## config.mk

```make
export PLATFORM = sky130hd
export DESIGN_NAME = msd_memory_select
export DESIGN_NICKNAME = d
export VERILOG_FILES = /design/src/msd_pkg.sv /design/src/msd_memory_select.sv
export SDC_FILE = /design/constraint.sdc
export NUM_CORES = 1
export LEC_CHECK = 0
export CORE_MARGIN = 8
export CORE_UTILIZATION = 30
export CTS_BUF_LIST = sky130_fd_sc_hd__clkbuf_2
export DETAILED_ROUTE_END_ITERATION = 8
export DONT_BUFFER_PORTS = 1
export PLACE_DENSITY = 0.54
export SLEW_MARGIN = 25
export SYNTH_ARGS = -nofsm -noshare
export SYNTH_HDL_FRONTEND = slang
export SYNTH_SLANG_ARGS = --single-unit
```

## constraint.sdc

```tcl
create_clock -name clk_sys_i -period 16 [get_ports clk_sys_i]
set_input_delay 0.8 -clock clk_sys_i [delete_from_list [all_inputs] [get_ports clk_sys_i]]
set_output_delay 0.8 -clock clk_sys_i [all_outputs]
set_load 0.05 [all_outputs]
```

## src/msd_pkg.sv

```systemverilog
// Package: constants shared by the memory select decode block
package msd_pkg;

    ////////////////////////////////////////////////////////////////////////////
    // Clock and standby timing
    localparam int CLK_MHZ = 200;
    localparam int STBY_NS = 70;
    localparam int STBY_CYC = (STBY_NS * CLK_MHZ + 999) / 1000;
    localparam int STBY_CNT_W = 5;

    ////////////////////////////////////////////////////////////////////////////
    // Layout of the synchronised pin vector
    localparam int S_ADDR = 0;
    localparam int S_DATA = 20;
    localparam int S_WR = 36;
    localparam int S_RD = 37;
    localparam int S_FETCH = 38;
    localparam int S_HRST = 39;
    localparam int S_PDN = 40;
    localparam int S_ABC = 41;
    localparam int S_PD = 65;
    localparam int S_PF = 69;
    localparam int S_RDY = 77;
    localparam int S_EXT = 78;
    localparam int SYNC_W = 79;
    localparam int BUS_W = 82;

    ////////////////////////////////////////////////////////////////////////////
    // Configuration space offsets (low address byte)
    localparam logic [7:0] OFF_PAGE = 8'he0;
    localparam logic [7:0] OFF_MAP = 8'h02;
    localparam logic [7:0] OFF_PWR0 = 8'hb0;
    localparam logic [7:0] OFF_PWR2 = 8'hb4;
    localparam logic [7:0] OFF_ID0 = 8'hf0;
    localparam logic [7:0] OFF_ID1 = 8'hf1;
    localparam logic [7:0] OFF_CELL_A = 8'h20;
    localparam logic [7:0] OFF_CELL_B = 8'h21;

    ////////////////////////////////////////////////////////////////////////////
    // Reset values and field positions
    localparam logic [7:0] PAGE_RST = 8'h00;
    localparam logic [7:0] MAP_RST = 8'h0c;
    localparam logic [7:0] PWR0_RST = 8'h00;
    localparam logic [7:0] PWR2_RST = 8'h00;
    localparam int PWR0_FAST = 3;
    localparam int MAP_SRAM_FETCH = 0;
    localparam int MAP_SEC_FETCH = 1;
    localparam int MAP_PRI_FETCH = 2;
    localparam int MAP_SEC_DATA = 3;
    localparam int MAP_PRI_DATA = 4;

    ////////////////////////////////////////////////////////////////////////////
    // Default decode windows; the secondary and SRAM limits keep a window inside its physical sector, the primary limit is zero
    localparam logic [255:0] PRI_BASE_DEF = {16{16'h8000}};
    localparam logic [255:0] PRI_MASK_DEF = {16{16'h8000}};
    localparam logic [127:0] PRI_PAGE_DEF = 128'h0f0e0d0c0b0a09080706050403020100;
    localparam logic [127:0] PRI_PMASK_DEF = {16{8'hff}};
    localparam logic [63:0] SEC_BASE_DEF = 64'h7000600050004000;
    localparam logic [63:0] SEC_MASK_DEF = {4{16'hf000}};
    localparam logic [15:0] PRI_LIMIT = 16'h0000;
    localparam logic [15:0] SEC_LIMIT = 16'hc000;
    localparam logic [15:0] SRAM_LIMIT = 16'h8000;
    localparam logic [15:0] SRAM_BASE_DEF = 16'h0000;
    localparam logic [15:0] SRAM_MASK_DEF = 16'he000;
    localparam logic [15:0] CFG_BASE_DEF = 16'h2000;
    localparam logic [15:0] IO_MASK_DEF = 16'hff00;
    localparam logic [31:0] PER_BASE_DEF = 32'h22002100;
    localparam logic [15:0] JTAG_BASE_DEF = 16'h2300;
    localparam logic [127:0] ECS_BASE_DEF =
        128'h37003600350034003300320031003000;

endpackage : msd_pkg

```

## src/msd_memory_select.sv

```systemverilog
// Memory select decode, paging, mapping and logic-array input bus
//
// Overview of operation
// Flash windows never exceed physical sector size (PRI_LIMIT is zero, so primary windows are not limited)
// Primary sector windows never overlap each other
// Secondary sector windows never overlap each other
// Secondary sector wins over overlapping primary
// SRAM and I/O exclusive, beat flash
// Three priority levels, higher overrides lower
// Mapping register places memories per space
// Host writes 0Ch for separate spaces
// Map bits 2,4 give combined primary
// Eight-bit page register at base+E0h
// Page bits feed decode and logic array
// Two read-only memory identification registers
// Fast bit clear: standby after 70ns
// Five power bits block control signals
// Logic arrays share 82-signal input bus
// Extended mode uses address bits 19:4
// Primary, 4 secondary, SRAM selects decoded
// Config, JTAG, two peripheral selects decoded
// Eight external selects to port C/F
// Sixteen output cells, twenty-four input cells
// SRAM responds only while its select high
// No match: no select, bus undriven
`timescale 1ns/10ps
module msd_memory_select import msd_pkg::*; #(
    parameter logic [255:0] PRI_BASE = PRI_BASE_DEF,
    parameter logic [255:0] PRI_MASK = PRI_MASK_DEF,
    parameter logic [127:0] PRI_PAGE = PRI_PAGE_DEF,
    parameter logic [127:0] PRI_PMASK = PRI_PMASK_DEF,
    parameter logic [63:0] SEC_BASE = SEC_BASE_DEF,
    parameter logic [63:0] SEC_MASK = SEC_MASK_DEF,
    parameter logic [15:0] SRAM_BASE = SRAM_BASE_DEF,
    parameter logic [15:0] SRAM_MASK = SRAM_MASK_DEF,
    parameter logic [15:0] CFG_BASE = CFG_BASE_DEF,
    parameter logic [31:0] PER_BASE = PER_BASE_DEF,
    parameter logic [15:0] JTAG_BASE = JTAG_BASE_DEF,
    parameter logic [127:0] ECS_BASE = ECS_BASE_DEF,
    parameter logic ECS_TO_PORT_F = 1'b0,
    parameter logic [7:0] MEM_ID0 = 8'h5a, // Arbitrary value
    parameter logic [7:0] MEM_ID1 = 8'ha5  // Arbitrary value
) (
    input wire logic clk_sys_i,
    input wire logic rst_i,
    input wire logic [19:0] host_addr_i,
    input wire logic [15:0] host_data_i,
    input wire logic [2:0] host_control_inputs_n_i,
    input wire logic host_reset_i,
    input wire logic powerdown_input_i,
    input wire logic [23:0] input_cell_pins_i,
    input wire logic [3:0] port_d_i,
    input wire logic [7:0] port_f_i,
    input wire logic flash_ready_i,
    input wire logic ext_addr_mode_i,
    output logic [15:0] primary_sector_selects_o,
    output logic [3:0] secondary_sector_selects_o,
    output logic sram_select_o,
    output logic config_select_o,
    output logic jtag_enable_o,
    output logic [1:0] periph_selects_o,
    output logic [7:0] ecs_port_c_o,
    output logic [7:0] ecs_port_f_o,
    output logic [7:0] page_bits_o,
    output logic [BUS_W-1:0] logic_input_bus_o,
    output logic [15:0] output_cell_o,
    output logic logic_standby_o,
    output logic [15:0] host_data_o,
    output logic host_data_oe_o
);

    ////////////////////////////////////////////////////////////////////////////
    // State
    typedef struct packed {
        logic [SYNC_W-1:0] s1;
        logic [SYNC_W-1:0] s2;
        logic [SYNC_W-1:0] s3;
        logic [SYNC_W-1:0] acc;
        logic [7:0] page;
        logic [7:0] map;
        logic [7:0] pwr0;
        logic [7:0] pwr2;
        logic [15:0] cells;
        logic [STBY_CNT_W-1:0] stby_cnt;
        logic standby;
        logic [15:0] pri;
        logic [3:0] sec;
        logic sram;
        logic cfg;
        logic jtag;
        logic [1:0] per;
        logic [7:0] ecs;
        logic [BUS_W-1:0] bus;
        logic [15:0] dout;
        logic doe;
    } msd_state_t;

    msd_state_t q;
    msd_state_t n;

    logic [SYNC_W-1:0] pins;
    logic [15:0] arr_addr;
    logic [7:0] cfg_off;
    logic fetch_act;
    logic data_act;
    logic pri_ok;
    logic sec_ok;
    logic sram_ok;
    logic lvl1;
    logic cfg_hit;
    logic wr_take;
    logic [4:0] ctl_gated;
    logic [7:0] rd_val;

    // Window compare; the limit forces bits above the sector size into the compare
    function automatic logic win_hit(input logic [15:0] a, input logic [7:0] pg,
                                     input logic [15:0] base, input logic [15:0] mask,
                                     input logic [7:0] pv, input logic [7:0] pm,
                                     input logic [15:0] limit);
        win_hit = (((a ^ base) & (mask | limit)) == 16'h0000)
                  && (((pg ^ pv) & pm) == 8'h00);
    endfunction : win_hit

    assign pins = {ext_addr_mode_i, flash_ready_i, port_f_i, port_d_i, input_cell_pins_i,
                   powerdown_input_i, host_reset_i, host_control_inputs_n_i,
                   host_data_i, host_addr_i};

    ////////////////////////////////////////////////////////////////////////////
    // Next state
    always_comb begin
        n = q;
        // Three-stage sync; a pin change is accepted only when stages 2 and 3 agree
        n.s1 = pins;
        n.s2 = q.s1;
        n.s3 = q.s2;
        for (int i = 0; i < SYNC_W; i++) begin
            if (q.s2[i] == q.s3[i]) begin
                n.acc[i] = q.s3[i];
            end
        end
        // Array address view depends on processor mode
        arr_addr = q.acc[S_EXT] ? q.acc[S_ADDR+4 +: 16] : q.acc[S_ADDR +: 16];
        cfg_off = q.acc[S_ADDR +: 8];
        fetch_act = !q.acc[S_FETCH];
        data_act = !q.acc[S_RD] || !q.acc[S_WR];
        // Space mapping: 0Ch gives fetch-only primary, data for the rest
        pri_ok = (fetch_act && q.map[MAP_PRI_FETCH])
                 || (data_act && q.map[MAP_PRI_DATA]); // see R07 see R08
        sec_ok = (fetch_act && q.map[MAP_SEC_FETCH]) || (data_act && q.map[MAP_SEC_DATA]);
        sram_ok = (fetch_act && q.map[MAP_SRAM_FETCH]) || data_act;
        // Level one targets: SRAM, configuration, peripherals, JTAG
        n.sram = sram_ok && win_hit(arr_addr, q.page, SRAM_BASE, SRAM_MASK,
                                    8'h00, 8'h00, SRAM_LIMIT); // see R17
        n.cfg = data_act && win_hit(arr_addr, 8'h00, CFG_BASE, IO_MASK_DEF,
                                    8'h00, 8'h00, 16'h0000);
        n.jtag = data_act && win_hit(arr_addr, 8'h00, JTAG_BASE, IO_MASK_DEF,
                                     8'h00, 8'h00, 16'h0000);
        for (int i = 0; i < 2; i++) begin
            n.per[i] = data_act && win_hit(arr_addr, 8'h00, PER_BASE[i*16 +: 16],
                                           IO_MASK_DEF, 8'h00, 8'h00, 16'h0000);
        end
        lvl1 = n.sram || n.cfg || n.jtag || (|n.per);
        // Flash levels, page bits take part in the primary compare only
        for (int i = 0; i < 4; i++) begin
            n.sec[i] = sec_ok && !lvl1 && win_hit(arr_addr, q.page, SEC_BASE[i*16 +: 16],
                       SEC_MASK[i*16 +: 16], 8'h00, 8'h00, SEC_LIMIT); // see R03
        end
        for (int i = 0; i < 16; i++) begin
            n.pri[i] = pri_ok && !lvl1 && !(|n.sec)
                       && win_hit(arr_addr, q.page, PRI_BASE[i*16 +: 16],
                                  PRI_MASK[i*16 +: 16], PRI_PAGE[i*8 +: 8],
                                  PRI_PMASK[i*8 +: 8], PRI_LIMIT); // see R02 see R04
        end
        // External selects from the general array, no output cell used
        for (int i = 0; i < 8; i++) begin
            n.ecs[i] = win_hit(arr_addr, 8'h00, ECS_BASE[i*16 +: 16], IO_MASK_DEF,
                               8'h00, 8'h00, 16'h0000);
        end
        // Register writes land on the trailing edge of the write strobe
        cfg_hit = q.cfg;
        wr_take = cfg_hit && !q.acc[S_WR] && n.acc[S_WR];
        if (wr_take) begin
            case (cfg_off)
                OFF_PAGE: n.page = q.acc[S_DATA +: 8];
                OFF_MAP: n.map = q.acc[S_DATA +: 8];
                OFF_PWR0: n.pwr0 = q.acc[S_DATA +: 8];
                OFF_PWR2: n.pwr2 = q.acc[S_DATA +: 8];
                OFF_CELL_A: n.cells[7:0] = q.acc[S_DATA +: 8];
                OFF_CELL_B: n.cells[15:8] = q.acc[S_DATA +: 8];
                default: n.cells = q.cells;
            endcase
        end
        // Read mux; ID registers are fixed and ignore writes
        case (cfg_off)
            OFF_PAGE: rd_val = q.page;
            OFF_MAP: rd_val = q.map;
            OFF_PWR0: rd_val = q.pwr0;
            OFF_PWR2: rd_val = q.pwr2;
            OFF_ID0: rd_val = MEM_ID0;
            OFF_ID1: rd_val = MEM_ID1;
            OFF_CELL_A: rd_val = q.cells[7:0];
            OFF_CELL_B: rd_val = q.cells[15:8];
            default: rd_val = 8'h00;
        endcase
        // Bus is driven only for a config read; otherwise left floating
        n.doe = n.cfg && !q.acc[S_RD];
        n.dout = {8'h00, rd_val};
        // Power bits force blocked controls inactive toward the arrays
        ctl_gated = {q.acc[S_PDN] & ~q.pwr2[4], q.acc[S_HRST] & ~q.pwr2[3],
                     q.acc[S_FETCH] | q.pwr2[2], q.acc[S_RD] | q.pwr2[1],
                     q.acc[S_WR] | q.pwr2[0]};
        n.bus = {q.acc[S_RDY], q.cells[15:8], q.cells[7:0], q.page,
                 q.acc[S_PF +: 8], q.acc[S_PD +: 4], q.acc[S_ABC +: 24],
                 ctl_gated, arr_addr}; // see R15 see R11
        // Standby once the input bus has sat still long enough, fast bit clear
        if ((n.bus != q.bus) || q.pwr0[PWR0_FAST]) begin
            n.stby_cnt = '0;
            n.standby = 1'b0;
        end else if (q.stby_cnt < STBY_CNT_W'(STBY_CYC)) begin
            n.stby_cnt = q.stby_cnt + STBY_CNT_W'(1);
            n.standby = 1'b0;
        end else begin
            n.standby = 1'b1;
        end
    end

    ////////////////////////////////////////////////////////////////////////////
    // State register; pin stages reset to an idle bus
    always_ff @(posedge clk_sys_i or posedge rst_i) begin
        if (rst_i) begin
            q <= '0;
            q.s1[S_WR +: 3] <= 3'h7;
            q.s2[S_WR +: 3] <= 3'h7;
            q.s3[S_WR +: 3] <= 3'h7;
            q.acc[S_WR +: 3] <= 3'h7;
            q.page <= PAGE_RST;
            q.map <= MAP_RST;
            q.pwr0 <= PWR0_RST;
            q.pwr2 <= PWR2_RST;
        end else begin
            q <= n;
        end
    end

    ////////////////////////////////////////////////////////////////////////////
    // Outputs
    assign primary_sector_selects_o = q.pri;
    assign secondary_sector_selects_o = q.sec;
    assign sram_select_o = q.sram;
    assign config_select_o = q.cfg;
    assign jtag_enable_o = q.jtag;
    assign periph_selects_o = q.per;
    assign ecs_port_c_o = ECS_TO_PORT_F ? 8'h00 : q.ecs;
    assign ecs_port_f_o = ECS_TO_PORT_F ? q.ecs : 8'h00;
    assign page_bits_o = q.page;
    assign logic_input_bus_o = q.bus;
    assign output_cell_o = q.cells;
    assign logic_standby_o = q.standby;
    assign host_data_o = q.dout;
    assign host_data_oe_o = q.doe;
endmodule : msd_memory_select

```

After elaboration in Yosys (flattened, before gate mapping)
Cells that the tools add are included.
W data, S select, Z words.
{ "word_totals": {"register_bits": 486} }
{ "op_classes": {"add_sub_neg": 1, "n_lt_le_gt_ge": 1, "n_eq_ne": 80, "muxes": 6, "bitwise": 39, "n_reduce_logical": 108} }
{ "op_table": {"columns": ["op", "n"], "rows": [
  ["$logic_not A16 Y1", 18],
  ["$logic_not A8 Y1", 16],
  ["$ne A82 B82 Y1", 1],
  ["$eq A1 B1 Y1", 71],
  ["$pmux W8 S8", 1],
  ["$logic_and A1 B1 Y1", 52],
  ["$eq A8 B8 Y1 const B", 5],
  ["$not A3 Y3", 9],
  ["$not A2 Y2", 11],
  ["$eq A8 B6 Y1 const B", 2],
  ["$mux W16", 1],
  ["$not A4 Y4", 4],
  ["$reduce_and A2 Y1", 6],
  ["$not A1 Y1", 9],
  ["$eq A8 B2 Y1 const B", 1],
  ["$logic_or A1 B1 Y1", 8],
  ["$mux W6", 1],
  ["$add A5 B1 Y5 const B", 1],
  ["$logic_not A1 Y1", 5],
  ["$lt A5 B4 Y1 const B", 1],
  ["$mux W5", 1],
  ["$not A5 Y5", 1],
  ["$reduce_or A4 Y1", 1],
  ["$or A1 B1 Y1", 3],
  ["other kinds (4)", 6]
]} }

Depth between registers and ports, before layout
Gate-level depths: netlist of the first run.
{ "depth": {"ltp_word": 14, "depth_mapped": 7, "depth_no_buf": 5} }

Worst setup path before layout of the first run
Ideal clock, no wire load.
{ "synth_timing": {"path_kind": "reg2reg", "start": "register q, in the netlist config_select_o", "end": "register q, in the netlist page_bits_o[0]", "setup_ps": 125, "t_arrival_ps": 1931, "required_ps": 15875, "path_slack_ps": 13945, "path_stages_with_launch": 4, "n_path_buf": 0, "path_cell_list": "dfrtp_1 nand4b_1 nor4_2 mux2_2"} }
{ "synth_via": {"elab_chain_cells": 3} }
{ "synth_rtl": {"columns": ["item", "line_no", "source"], "rows": [
  ["start, declared", "msd_memory_select.sv:98", "msd_state_t q;"],
  ["start signal, assigned", "msd_memory_select.sv:241", "q <= n;"],
  ["$logic_and A1 B1 Y1 (2 in series)", "msd_memory_select.sv:181", "wr_take = cfg_hit && !q.acc[S_WR] && n.acc[S_WR];"],
  ["$reduce_and A2 Y1 (no source line)", null, null]
]} }
Every way passes these cells.
A chain may end at the register's enable or synchronous reset.

==> impl_metrics.json, run 1 <==
{
  "fillers": 5303,
  "syn_inst": 1054,
  "cts_root_buffer": "clkbuf_2",
  "multi_input_area_um2": 3382,
  "die_x_um": 248.6,
  "drive_gt1_frac": 0.2406,
  "drv_slew": 0,
  "synth_edf_count": 0,
  "cp.arrival_ns": 5.36,
  "drtAntennaViolNets": 0,
  "synthArstFlopShare": 1.000,
  "grt_overflow_total": 0,
  "hold_path_end": "n[357]",
  "fin_cells": 1890,
  "clk_pin_slew_worst_paths_ns": 0.11,
  "synth_area_um2": 16230,
  "cts_tree": "yes",
  "cp_max_fo": 123,
  "hold_violations": 0,
  "whs_ns": 0.2823,
  "relSlewSlack": 0.3908,
  "grt_max_degree": 124,
  "portBuffers": 0,
  "hpwl_mm": 24.86,
  "routabilityCongestion": 0.7458,
  "ir_drop_mv": 0.04775,
  "synth.top_cell.area_share": 0.6906,
  "rr_worst_depth": 5,
  "yosys_most_used_dff": "dfrtp_1",
  "wl_mm": 36.05,
  "grt_pass1_vias": 8823,
  "grt_pass1_wl_mm": 55.83,
  "power_density_nw_per_um2": 128.9,
  "hp-class": "in2reg",
  "firstDrtPassIters": 4,
  "fmax_ghz": 0.2305,
  "yosysWarnings": 0,
  "die-area_um2": 61810,
  "synth-seq-cells": 462,
  "htree_levels": 3,
  "drt_iter0_markers": 373,
  "worstPathRequired_ns": 17.02,
  "min-delay-start": "host_addr_i[13]",
  "yosys.area.top_type": "dfrtp_1",
  "setup_viol": 0,
  "io_pins": 246,
  "ys_seq_area_frac": 0.7133,
  "fin_crit_sh": 0.2712,
  "fin_worst_skew_ns": 0.06457,
  "hold_depth": 1,
  "synth.avg_cell_area_um2": 15.40,
  "initial_core_util": 0.3022,
  "synth_cell_types": 53,
  "routed_via_density": 4.270,
  "crit_type": "in2async",
  "detail_route.wl_per_cell_um": 19.07,
  "placementRows": 85,
  "setup_tns_ns": 0,
  "fin_crit_ns": 4.339,
  "cts_inserted_buffers": 117,
  "clock_path_buffers": 3,
  "rsz0062_at_grt": "false",
  "antenna_found_initial": 1,
  "clock_sinks": 462,
  "ff_latch_area_um2": 11580,
  "synth.area.top_cells": "dfrtp_1 (69%), buf_4 (7.4%), maj3_1 (4.4%)",
  "vias": 8070,
  "route.detailed.drc": 0,
  "r2r_slack_ns": 12.91,
  "syn_to_final_growth_pct": 9.758,
  "final_nets": 1185,
  "die_h_um": 248.6,
  "gr-usage-all-layers": 0.1178,
  "clk_latency_ns": 1.06,
  "worst_pin_slew_ns": 0.9138,
  "status": "finished, final reports clean",
  "p_leak_uw": 0.007962,
  "ctsResizeCount": 0,
  "r2r-start": "page_bits_o[2]",
  "place_inst": 1608,
  "r2r-end": "logic_standby_o",
  "critical_path.startpoint": "rst_i",
  "core_um2": 53710,
  "maxCapViolCount": 0,
  "start_kind": "input port",
  "crit_path_end_kind": "async pin"
}
[state kept, by name, summed over array words and instances, names as in the netlist]
name,count
host_data_oe_o,1
ecs_port_c_o,8
output_cell_o,16
logic_input_bus_o,82
sram_select_o,1
periph_selects_o,2
logic_standby_o,1
host_data_o,8
n,179
jtag_enable_o,1
primary_sector_selects_o,16
secondary_sector_selects_o,4
q,126
config_select_o,1
cfg_off,8
page_bits_o,8
[critical path: stages]
cell           delay [ns]
dlygate4sd3_1        0.61
inv_8                0.54
buf_4                0.80
buf_4                0.76
buf_4                0.80
buf_4                0.83
[cells in the mapped netlist (6+ instances only)]
library cell  count
mux2i_1           6
maj3_1           71
nand3_1          12
nor4_1           12
a22oi_1          17
nor2_1           43
nor3_1            9
xnor2_1          60
buf_4           160
dfrtp_1         448
inv_1            19
nand2_1          17
dfstp_2          14
nand4_1          17
a221oi_1          9
mux2_2           59
xor2_1           15
[area by class of cell]
| class | instances | area share |
|---|---|---|
| Tap cell | 696 | 0.04888 |
| Clock buffer | 177 | 0.04972 |
| Multi-Input combinational cell | 420 | 0.1898 |
| Inverter | 19 | 0.004424 |
| Antenna cell | 1 | 0.0001404 |
| Clock inverter | 32 | 0.01187 |
| Sequential cell | 462 | 0.6499 |
| Timing Repair Buffer | 83 | 0.04529 |
[timing repair]
action                     4_1_cts  5_1_grt
setup endpoints to repair        0        0
hold buffers                    72        0
hold endpoints to repair       191        0
setup buffers                    0        0
[worst max-delay path by stage]
stage	to	cells after the start
final	logic_input_bus_o[62]	6
after global routing	logic_input_bus_o[62]	6
after CTS	logic_input_bus_o[66]	6
after detailed placement	n[402]	5
after global placement	n[55]	5
after floorplan	cfg_off[0]	1
[metrics by stage]
stage	total power (µW)	setup slack (ns)	utilization	cell area [µm²]
finish	2297	11.66	0.3317	17820
global route	2444	11.09	0.3317	17820
CTS	2362	11.65	0.3316	17810
detailed placement	1502	11.03	0.2978	15990
global placement	1497	11.16	0.2977	15990
floorplan	1482	2.341	-	16290
[cells by family (layout without fill, tap and decap cells)]
logic type	Yosys count	after routing	share of synthesized area
AOI/OAI and AO/OA	44	44	0.02127
DFF	462	462	0.7133
muxes	68	68	0.04779
buffers and inverters	187	311	0.08216
xor gates and xnor gates	75	75	0.04047
and+or+nand+nor	145	145	0.05025
adders and majority gates	72	72	0.04455
other	1	17	0.0002310
[report_power, final]
group	switching [µW]	leakage (µW)	internal [µW]
clock	467	0.000836	342
sequential	122	0.00565	1230
combinational	76.8	0.00148	59.9
total	665	0.00796	1630
[layer usage]
metal,global-route usage,up-vias,wire length (µm)
met5,0,-,0
met4,0.05821,0,1004
met3,0.04193,70,2614
met2,0.1859,255,17510
met1,0.1422,4148,14920
li1,-,3597,-
[cell usage in the layout (no fill, tap or decap), drive strengths merged, types with 3 or more instances in the layout]
master	count
mux2i	8
or2	3
a221oi	9
conb	16
nor3	11
nand2	17
mux2	60
nand3	12
nand4b	4
nand3b	4
nor4	15
bufinv	3
nor2	45
clkinv	28
nand4	18
dlygate4sd3	72
a22o	3
o22ai	4
nor2b	4
dfstp	14
xor2	15
maj3	71
a22oi	17
xnor2	60
inv	20
dfrtp	448
and4b	4
clkbuf	177
buf	11
(Power assumes the default switching activity.)
==> inputs of run 2 (changes only) <==
PLACE_DENSITY = 0.55   (was 0.54)
clock period = 3.7 ns   (was 16 ns; I/O delays follow)
==> run 2 against run 1 <==
- worst setup slack worse by 11 ns
- register-to-register slack got worse by 12 ns
- highest routed layer unchanged
- final cell count rose by 7.0%
- die area did not move
- core utilization is 2.4 points higher
- critical path depth stayed put
- via count up 5.3%
- non-clock buffer count increased by 132
==> impl_metrics.json, run 2 (synthesis gave the netlist of run 1 again) <==
{
  "status": "finished, final reports clean",
  "switching_share": 0.2940,
  "drtAntennaViolNets": 0,
  "drive_gt1_frac": 0.2330,
  "power_frac_clock": 0.340,
  "wl_mm": 38.25,
  "clk_pin_slew_worst_paths_ns": 0.09,
  "placementRows": 85,
  "combinationalPowerShare": 0.071,
  "antenna_found_initial": 1,
  "start_kind": "register",
  "core_um2": 53710,
  "finalPower_uw": 9923,
  "fmax_ghz": 0.3688,
  "initial_core_util": 0.3022,
  "route.detailed.drc": 0,
  "fillers": 5148,
  "io_pins": 246,
  "setup_tns_ns": 0,
  "fin_worst_skew_ns": 0.07692,
  "cp_max_fo": 15,
  "pre_cts_slack_ns": 0.9155,
  "ir_drop_mv": 0.2720,
  "gr-usage-all-layers": 0.1260,
  "syn_to_final_growth_pct": 17.70,
  "fin_crit_ns": 2.712,
  "detail_route.wl_per_cell_um": 18.91,
  "final_common_cell": "dfrtp_1",
  "largest_reg_flops": 179,
  "grt_pass1_vias": 9638,
  "firstDrtPassIters": 4,
  "hold_violations": 0,
  "rsz0062_at_grt": "false",
  "worst_pin_slew_ns": 0.8145,
  "die_x_um": 248.6,
  "die_h_um": 248.6,
  "clk_latency_ns": 1.09,
  "clock_sinks": 462,
  "htree_levels": 3,
  "p_leak_uw": 0.008537,
  "die-area_um2": 61810,
  "crit_path_end_kind": "register",
  "maxCapViolCount": 0,
  "drv_slew": 0,
  "drt_iter0_markers": 359,
  "fin_crit_sh": 0.7329,
  "hp-class": "in2reg",
  "vias": 8499,
  "seq_power_share": 0.588,
  "power_density_nw_per_um2": 519.4,
  "portBuffers": 0,
  "routabilityCongestion": 0.7680,
  "grt_pass1_wl_mm": 59.64,
  "grt_max_degree": 109,
  "fin_ws_ns": 0.9883,
  "ctsResizeCount": 0,
  "relSlewSlack": 0.4540,
  "hpwl_mm": 26.34,
  "final_nets": 1317,
  "clock_path_buffers": 3,
  "cp.arrival_ns": 3.62,
  "cts_tree": "yes",
  "cts_inserted_buffers": 117,
  "crit_type": "reg2reg",
  "worstPathRequired_ns": 4.61,
  "cts_root_buffer": "clkbuf_2",
  "grt_overflow_total": 0,
  "whs_ns": 0.2314,
  "setup_viol": 0,
  "routed_via_density": 4.201,
  "p_int_uw": 7006,
  "final_cell_mix": "dfrtp_1 (448), dlygate4sd3_1 (182), clkbuf_2 (174)",
  "p_sw_uw": 2917
}
## run 2: cell types whose count changed in the layout (fill, tap and decap cells not counted), moves of 2 or more
cell	change
inv_6	+2
clkinvlp_4	+2
dlygate4sd3_1	+110
bufinv_16	-2
buf_12	+6
clkbuf_2	-3
clkinv_2	+3
buf_4	+17
## run 2: critical path: stages (launching register included)
cell and delay (ns):
dfrtp_1 0.74, buf_4 0.35, mux2i_1 0.47, xnor2_1 0.13
nor4_1 0.33, nand2_1 0.22, nor4_1 0.36
## run 2: repair_timing
| action | 4_1_cts | 5_1_grt |
|---|---|---|
| setup buffers | 0 | 0 |
| endpoints found under the hold margin | 533 | 0 |
| hold buffers | 183 | 0 |
## run 2: metal layers
layer	global-route usage	vias up	wire, µm
met5	0	-	0
met3	0.04214	69	2279
met4	0.05468	0	1044
met2	0.2088	232	18970
met1	0.1485	4337	15960
li1	-	3861	-
## run 2: final timing paths
path                                   from     end  slack, ns  cells past startpoint
worst max-delay path                 q[264]  q[137]       0.99                      6
max in group asynchronous             rst_i   n[44]       2.53                      4
min in group asynchronous             rst_i  q[224]       0.52                      3
worst min-delay path            port_d_i[1]  n[410]       0.23                      2
worst min register to register       n[364]  n[285]       0.34                      0
worst max register to register       q[264]  q[137]       0.99                      6
## run 2: power by group through the flow
stage / logic, µW / clock network (µW) / registers, µW
CTS: 721 / 3600 / 5850
finish: 706 / 3380 / 5840
global placement: 549 / 0 / 5940
global route: 784 / 3870 / 5880
floorplan: 840 / 0 / 5570
detailed placement: 562 / 0 / 5950
## run 2: through the flow
stage | cells | utilization | area (µm²)
3_5_place_dp | 1629 | 0.3017 | 16200
4_1_cts | 2022 | 0.3557 | 19100
6_report | 2023 | 0.3557 | 19110
5_1_grt | 2023 | 0.3557 | 19110
3_3_place_gp | 1629 | 0.3017 | 16200
2_1_floorplan | 1069 | - | 16290
## run 2: layout make-up
cell class / instances / area [µm²] / share of cell area
Sequential cell: 462 / 11580 / 0.6060
Multi-Input combinational cell: 420 / 3377 / 0.1768
Timing Repair Buffer: 215 / 2145 / 0.1122
Clock buffer: 174 / 870.8 / 0.04558
Tap cell: 696 / 870.8 / 0.04558
Clock inverter: 36 / 186.4 / 0.009758
Inverter: 19 / 75.07 / 0.003929
Antenna cell: 1 / 2.502 / 0.0001310
